## src/rtl/supervisor_host_pkg.sv

```systemverilog
// Package with constants and types for the clock supervisor host controller.
package supervisor_host_pkg;
	localparam int          CLK_PERIOD_PS      = 5000;
	localparam int          STAB_MARGIN_NUM    = 105;
	localparam int          STAB_MARGIN_DEN    = 100;
	localparam logic [2:0]  INTERVAL_SEL_RESET = 3'h2;
	localparam logic [1:0]  GEAR_DIV_NONE      = 2'h0;
	localparam logic [1:0]  GEAR_DIV_FOUR      = 2'h1;
	localparam logic [1:0]  GEAR_DIV_EIGHT     = 2'h2;
	localparam logic [1:0]  GEAR_DIV_SIXTEEN   = 2'h3;
	localparam logic [2:0]  INTERVAL_SHORTEST  = 3'h0;
	localparam logic [2:0]  INTERVAL_SECOND    = 3'h1;
	localparam logic [7:0]  COUNT_SATURATED    = 8'hFF;
	localparam logic [7:0]  COUNT_ZERO         = 8'h00;
	localparam logic [3:0]  VERDICT_NONE       = 4'h0;
	localparam int          POLL_LIMIT_DEFAULT = 1000000;
	localparam int          WAIT_CYCLES_DEFAULT = 8192;

	typedef enum logic [2:0] {
		ST_IDLE   = 3'b000,
		ST_WAIT   = 3'b001,
		ST_CHECK  = 3'b010,
		ST_START  = 3'b011,
		ST_POLL   = 3'b100,
		ST_READ   = 3'b101,
		ST_DONE   = 3'b110
	} host_state_type;

	typedef enum logic [1:0] {
		RES_NONE     = 2'b00,
		RES_NORMAL   = 2'b01,
		RES_ABNORMAL = 2'b10,
		RES_DEAD     = 2'b11
	} result_type;
endpackage

```

## src/rtl/level_sync.sv

```systemverilog
// Two-flop synchroniser for a level arriving from outside the clock domain.
`timescale 1ns/1ps
module level_sync
	import supervisor_host_pkg::*;
#(
	parameter int WIDTH = 1
) (
	input  wire logic             core_clk,
	input  wire logic             rst_n,
	input  wire logic [WIDTH-1:0] asyncIn,
	output logic      [WIDTH-1:0] syncOut
);
	typedef struct packed {
		logic [WIDTH-1:0] first;
		logic [WIDTH-1:0] second;
	} sync_state_type;

	sync_state_type state_q;
	sync_state_type state_d;

	always_comb begin
		state_d        = state_q;
		state_d.first  = asyncIn;
		state_d.second = state_q.first;
	end

	always_ff @(posedge core_clk) begin
		if (!rst_n) begin
			state_q <= '0;
		end else begin
			state_q <= state_d;
		end
	end

	assign syncOut = state_q.second;
endmodule // level_sync

```

## src/rtl/supervisor_host.sv

```systemverilog
// Host controller that runs one clock supervision check on the device.
// Contract
// [RULE1] Read result only after enable returns zero.
// [RULE2] Stopped time-base halts the device counter.
// [RULE3] Never clear time-base while counting runs; on poll timeout the host drops the inhibit while the enable is still high.
// [RULE4] Machine clock under half selected interval.
// [RULE5] Refuse prohibited gear and interval pairs.
// [RULE6] Late resumed clock delays enable clear.
// [RULE7] Enable clears on falling edge after window.
// [RULE8] Counter resets on that same falling edge.
// [RULE9] Expected count must avoid zero and 255.
// [RULE10] Interval long enough for meaningful count.
// [RULE11] Wait interval exceeds stabilization times 1.05.
// [RULE12] Use only in CR mode with watchdog.
// [RULE13] Check stable flag, write, poll, compare.
// [RULE14] Failed flag or mismatch stays CR mode.
// [RULE15] Device counts between two interval rising edges.
// [RULE16] Device counter saturates at 255.
// [RULE17] Device clears result on enable rise.
// [RULE18] Interval codes select 2^3..2^17 CR periods.
// [RULE19] Device counts rising edges of external clock.
`timescale 1ns/1ps
module supervisor_host
	import supervisor_host_pkg::*;
#(
	parameter int WAIT_CYCLES = WAIT_CYCLES_DEFAULT,
	parameter int POLL_LIMIT  = POLL_LIMIT_DEFAULT
) (
	input  wire logic       core_clk,
	input  wire logic       rst_n,
	input  wire logic       startReq,
	input  wire logic       sourceSub,
	input  wire logic [2:0] intervalSel,
	input  wire logic [1:0] gearDiv,
	input  wire logic       crModeActive,
	input  wire logic       watchdogStandby,
	input  wire logic [7:0] expectLow,
	input  wire logic [7:0] expectHigh,
	input  wire logic       mainOscStableFlag,
	input  wire logic       subOscStableFlag,
	input  wire logic       supervisorEnableIn,
	input  wire logic [7:0] measuredCountResult,
	output logic            supervisorEnableOut,
	output logic            sourceClockSelect,
	output logic [2:0]      intervalSelectOut,
	output logic            configWrite,
	output logic            timebaseClearInhibit,
	output logic            busy,
	output logic            done,
	output logic [1:0]      verdict,
	output logic [7:0]      countOut,
	output logic            requestRefused
);
	// The poll skips its first cycles while the synchroniser catches up.
	if (WAIT_CYCLES < 1 || POLL_LIMIT < 6) begin : gen_param_check
		$error("supervisor_host: wait count below one or poll limit below six");
	end

	typedef struct packed {
		host_state_type state;
		logic [31:0]    timer;
		logic           source;
		logic [2:0]     interval;
		logic [7:0]     low;
		logic [7:0]     high;
		logic           enableOut;
		logic           write;
		logic           inhibit;
		logic           busy;
		logic           done;
		logic [1:0]     verdict;
		logic [7:0]     count;
		logic           refused;
	} host_type;

	host_type state_q;
	host_type state_d;
	logic [3:0] syncIn;
	logic [7:0] syncCount;
	logic       mainStable;
	logic       subStable;
	logic       enableSeen;
	logic       pairAllowed;
	logic       stableSel;

	level_sync #(.WIDTH(4)) flagSync (
		.core_clk (core_clk),
		.rst_n    (rst_n),
		.asyncIn  ({mainOscStableFlag, subOscStableFlag, supervisorEnableIn, 1'b0}),
		.syncOut  (syncIn)
	);

	level_sync #(.WIDTH(8)) countSync (
		.core_clk (core_clk),
		.rst_n    (rst_n),
		.asyncIn  (measuredCountResult),
		.syncOut  (syncCount)
	);

	assign mainStable = syncIn[3];
	assign subStable  = syncIn[2];
	assign enableSeen = syncIn[1];
	assign stableSel  = state_q.source ? subStable : mainStable;

	// The refused pairs are those whose machine clock period reaches half the interval.
	always_comb begin
		pairAllowed = 1'b1;
		if (gearDiv == GEAR_DIV_SIXTEEN) begin
			pairAllowed = (intervalSel != INTERVAL_SHORTEST)
				&& (intervalSel != INTERVAL_SECOND); // [RULE4] [RULE5]
		end else if (gearDiv != GEAR_DIV_NONE) begin
			pairAllowed = (intervalSel != INTERVAL_SHORTEST); // [RULE4] [RULE5]
		end
	end

	always_comb begin
		state_d       = state_q;
		state_d.write = 1'b0;
		state_d.done  = 1'b0;
		case (state_q.state)
			ST_IDLE: begin
				if (startReq) begin
					// Supervision without CR mode and watchdog may hang the part.
					if (!pairAllowed || !crModeActive || !watchdogStandby) begin // [RULE12]
						state_d.refused = 1'b1;
					end else begin
						state_d.refused  = 1'b0;
						state_d.source   = sourceSub;
						state_d.interval = intervalSel;
						state_d.low      = expectLow;
						state_d.high     = expectHigh;
						state_d.busy     = 1'b1;
						state_d.verdict  = RES_NONE;
						state_d.timer    = 32'(WAIT_CYCLES);
						state_d.state    = ST_WAIT;
					end
				end
			end
			ST_WAIT: begin
				// The wait count is chosen by the user to cover the margin.
				if (state_q.timer <= 32'd1) begin // [RULE11]
					state_d.state = ST_CHECK;
				end else begin
					state_d.timer = state_q.timer - 32'd1;
				end
			end
			ST_CHECK: begin
				if (stableSel) begin // [RULE13]
					state_d.state = ST_START;
				end else begin
					state_d.verdict = RES_DEAD; // [RULE14]
					state_d.state   = ST_DONE;
				end
			end
			ST_START: begin
				state_d.enableOut = 1'b1; // [RULE13]
				state_d.write     = 1'b1;
				state_d.inhibit   = 1'b1; // [RULE3]
				state_d.timer     = 32'(POLL_LIMIT);
				state_d.state     = ST_POLL;
			end
			ST_POLL: begin
				state_d.enableOut = 1'b0;
				// The sampled enable lags by the synchroniser; skip the early cycles.
				if (state_q.timer < 32'(POLL_LIMIT) - 32'd4 && !enableSeen) begin // [RULE1]
					state_d.state = ST_READ;
				end else if (state_q.timer <= 32'd1) begin
					state_d.verdict = RES_DEAD;
					state_d.inhibit = 1'b0;
					state_d.state   = ST_DONE;
				end else begin
					state_d.timer = state_q.timer - 32'd1;
				end
			end
			ST_READ: begin
				state_d.inhibit = 1'b0;
				state_d.count   = syncCount; // [RULE1]
				if (syncCount >= state_q.low && syncCount <= state_q.high
					&& syncCount != COUNT_ZERO && syncCount != COUNT_SATURATED) begin // [RULE9] [RULE10]
					state_d.verdict = RES_NORMAL;
				end else begin
					state_d.verdict = RES_ABNORMAL; // [RULE14]
				end
				state_d.state = ST_DONE;
			end
			ST_DONE: begin
				state_d.busy  = 1'b0;
				state_d.done  = 1'b1;
				state_d.state = ST_IDLE;
			end
			default: begin
				state_d.state = ST_IDLE;
			end
		endcase
	end

	always_ff @(posedge core_clk) begin
		if (!rst_n) begin
			state_q          <= '0;
			state_q.state    <= ST_IDLE;
			state_q.interval <= INTERVAL_SEL_RESET;
		end else begin
			state_q <= state_d;
		end
	end

	assign supervisorEnableOut  = state_q.enableOut;
	assign sourceClockSelect    = state_q.source;
	assign intervalSelectOut    = state_q.interval;
	assign configWrite          = state_q.write;
	assign timebaseClearInhibit = state_q.inhibit;
	assign busy                 = state_q.busy;
	assign done                 = state_q.done;
	assign verdict              = state_q.verdict;
	assign countOut             = state_q.count;
	assign requestRefused       = state_q.refused;
endmodule // supervisor_host

```

## config.mk

```make
export PLATFORM = sky130hd
export DESIGN_NAME = supervisor_host
export DESIGN_NICKNAME = d
export VERILOG_FILES = /design/src/rtl/supervisor_host_pkg.sv /design/src/rtl/level_sync.sv /design/src/rtl/supervisor_host.sv
export SDC_FILE = /design/constraint.sdc
export NUM_CORES = 1
export LEC_CHECK = 0
export BUFFER_PORTS_ARGS = -buffer_cell sky130_fd_sc_hd__buf_2
export CELL_PAD_IN_SITES_DETAIL_PLACEMENT = 0
export CELL_PAD_IN_SITES_GLOBAL_PLACEMENT = 1
export CORE_MARGIN = 3
export CORE_UTILIZATION = 44
export CTS_BUF_LIST = sky130_fd_sc_hd__clkbuf_16
export CTS_CLUSTER_DIAMETER = 40
export DETAILED_ROUTE_END_ITERATION = 7
export PLACE_DENSITY_LB_ADDON = 0.12
export SETUP_SLACK_MARGIN = 0.02
export SLEW_MARGIN = 20
export SYNTH_ARGS = -nofsm -noshare
export SYNTH_HDL_FRONTEND = slang
export SYNTH_HIERARCHICAL = 1
export SYNTH_SLANG_ARGS = --single-unit
```

## constraint.sdc

```tcl
create_clock -name core_clk -period 3.3 [get_ports core_clk]
set_input_delay 0.66 -clock core_clk [delete_from_list [all_inputs] [get_ports core_clk]]
set_output_delay 0.66 -clock core_clk [all_outputs]
set_load 0.05 [all_outputs]
```

==> flow_summary.yaml <==
placed_design:
  place.gp.congestion: 0.828
  io_buffer_count: 57
  post-dp-hpwl_um: 7260
  placed_area_um2: 4910
clock_tree:
  cts.htree.levels: 3
  cts_tree: "yes"
  root_buffer: "clkbuf_16"
  numCtsBuffers: 9
  post_cts_buffers: 0
  clk_pin_slew_ns: 0.07
  clock_sinks: 93
  cts-resized-gates: 0
  cts_buffer_depth: 2
  cts.hold.buffers_added: 0
  clkLatencyLatePin_ns: 0.34
yosys:
  ys_warn_count: 6
  synth_fp_nets: 595
  syn_inst: 539
  syn_area_per_cell_um2: 8.63
  syn_area_um2: 4650
floorplanning:
  die_w_um: 109
  coreArea_um2: 10000
  die-area_um2: 11800
  initial_core_util_pct: 46.3
  rows: 36
  die_h_um: 109
  ios: 58
finish:
  area_growth_pct: 12.0
  fin_area_um2: 5210
  diodes: 0
  nets: 626
  drive_above_1_share_pct: 18.1
worst_setup_path:
  cpMaxStageDelayCell: "or4_4"
  cpPeakStageDelay_ns: 0.57
  worst_ep_required_time_ns: 3.50
  arrival_ns: 3.00
  critPathKind: "register to register"
  worstPathCellList: "nor4_1 > a211oi_1 > or4_4 > and3_4 > or2_1 > nand2_1 > o22ai_1"
  end_kind: "register"
  rrSetupSlack_ns: 0.50
  cp-start-kind: "register"
  reg2reg_from: "state_q[46]$_SDFFE_PN0P_"
  worstReg2RegEnd: "state_q[37]$_SDFFE_PN0P_"
  cp_max_fo: 20
  r2r_cells: 7
drt:
  dr.pass1.iters: 4
  routed_via_density: 5.28
  postRouteAntennaNets: 0
  vias: 3741
  post-route-drc-count: 0
  routedWlPerCell_um: 14.3
  wl_um: 10100
  drtIter0Drc: 207
hold_path:
  hp-start: "flagSync/state_d[2]$_SDFF_PN0_"
  whs_endpoint: "flagSync/syncOut[2]$_SDFF_PN0_"
  hold_depth: 1
  hp-class: "register to register"
global_route:
  gr-usage-all-layers_pct: 18.0
  grt_max_degree: 64
  grt.overflow.total: 0
  antenna_found_initial: 0
  grt_pass1_wl_um: 16900
  grt_pass1_vias: 3465
power_and_ir_drop:
  powerDensity_nw_per_um2: 898
  peakVddDrop_v: 0.000395
  leakage_nw: 2.08
timing:
  rsz0062_at_grt: "no"
  fin_crit_ns: 2.80
  finalHoldViolCount: 0
  post-route-period-util_pct: 84.9
  slew_viol_final: 0
  fmax_mhz: 357
  worst_pin_slew_ns: 0.875
  relSlewSlack_pct: 41.7
  fin_setup_tns_ns: 0
  fin_skew_ns: 0.00769
  report.final.setup_viol: 0
flow_run:
  maxCapViolCount: 0
outcome:
  status: "finished, final reports clean"
stage by stage:
| stage | total power, mW | setup slack [ns] | hold WS [ns] | instances | util, % |
|---|---|---|---|---|---|
| after floorplan | 3.24 | 0.900 | 0.412 | 539 | - |
| after global placement | 3.66 | 0.606 | 0.417 | 692 | 48.8 |
| after detailed placement | 3.67 | 0.558 | 0.420 | 692 | 48.8 |
| after CTS | 4.71 | 0.544 | 0.432 | 708 | 51.8 |
| after global routing | 5.03 | 0.376 | 0.452 | 708 | 51.8 |
| final | 4.68 | 0.497 | 0.431 | 708 | 51.8 |
worst max-delay path by stage:
stage                                   startpoint                  endpoint  slack, ns
after floorplan           state_q[56]$_SDFFE_PN0P_  state_q[61]$_SDFFE_PN0P_       0.90
after global placement    state_q[52]$_SDFFE_PN0P_  state_q[37]$_SDFFE_PN0P_       0.61
after detailed placement  state_q[46]$_SDFFE_PN0P_  state_q[37]$_SDFFE_PN0P_       0.56
after CTS                 state_q[46]$_SDFFE_PN0P_  state_q[37]$_SDFFE_PN0P_       0.54
after global routing      state_q[46]$_SDFFE_PN0P_  state_q[37]$_SDFFE_PN0P_       0.38
final                     state_q[46]$_SDFFE_PN0P_  state_q[37]$_SDFFE_PN0P_       0.50
placed cells by master (no fill, tap or decap), types with 5 or more instances in the layout:
cell / instances
nand4_1: 6
nand2b_1: 7
a21boi_0: 11
nor2_1: 61
o211ai_1: 8
dfxtp_1: 93
nor3_1: 6
or3_1: 5
nor4_1: 7
mux2i_1: 8
a21oi_1: 34
o21ai_1: 9
buf_2: 57
nand2_1: 37
ha_1: 18
clkbuf_16: 9
o21ai_0: 16
inv_1: 21
and2_1: 13
nor2b_1: 24
o21a_1: 6
and2_2: 12
nand3_1: 18
xor2_1: 18
critical path, delay by kind of cell (launching register included):
kind / cells / cell delay (ns)
compound gates: 2 / 0.24
flops: 1 / 0.37
simple gates: 5 / 2.05
layout make-up:
cell class,instances,area [um2]
sequential,93,1860
multi-input combinational,383,2460
timing repair buffer,62,335
clock inverter,7,76.3
tap,133,166
inverter,21,78.8
clock buffer,9,225
fill,973,4840
power breakdown:
group	switching (mW)	internal, mW	leakage (nW)
clock network	0.486	0.539	0.149
logic	1.32	0.842	1.18
registers	0.191	1.30	0.758
total	2.00	2.68	2.08
metal layers:
| layer | vias to the layer above | routed length [um] | global-route usage (%) |
|---|---|---|---|
| met5 | - | 0 | 0 |
| met3 | 10 | 457 | 3.08 |
| li1 | 1916 | - | - |
| met2 | 87 | 4160 | 26.3 |
| met1 | 1728 | 5380 | 26.6 |
| met4 | 0 | 123 | 6.22 |
state kept, by name, summed over array words and instances (netlist names):
signal,cells
sourceClockSelect,1
state_q,51
verdict,2
done,1
flagSync/state_d,3
supervisorEnableOut,1
requestRefused,1
countSync/syncOut,8
configWrite,1
busy,1
timebaseClearInhibit,1
countOut,8
intervalSelectOut,3
countSync/state_d,8
flagSync/syncOut,3
Power figures use the tool's default switching activity.
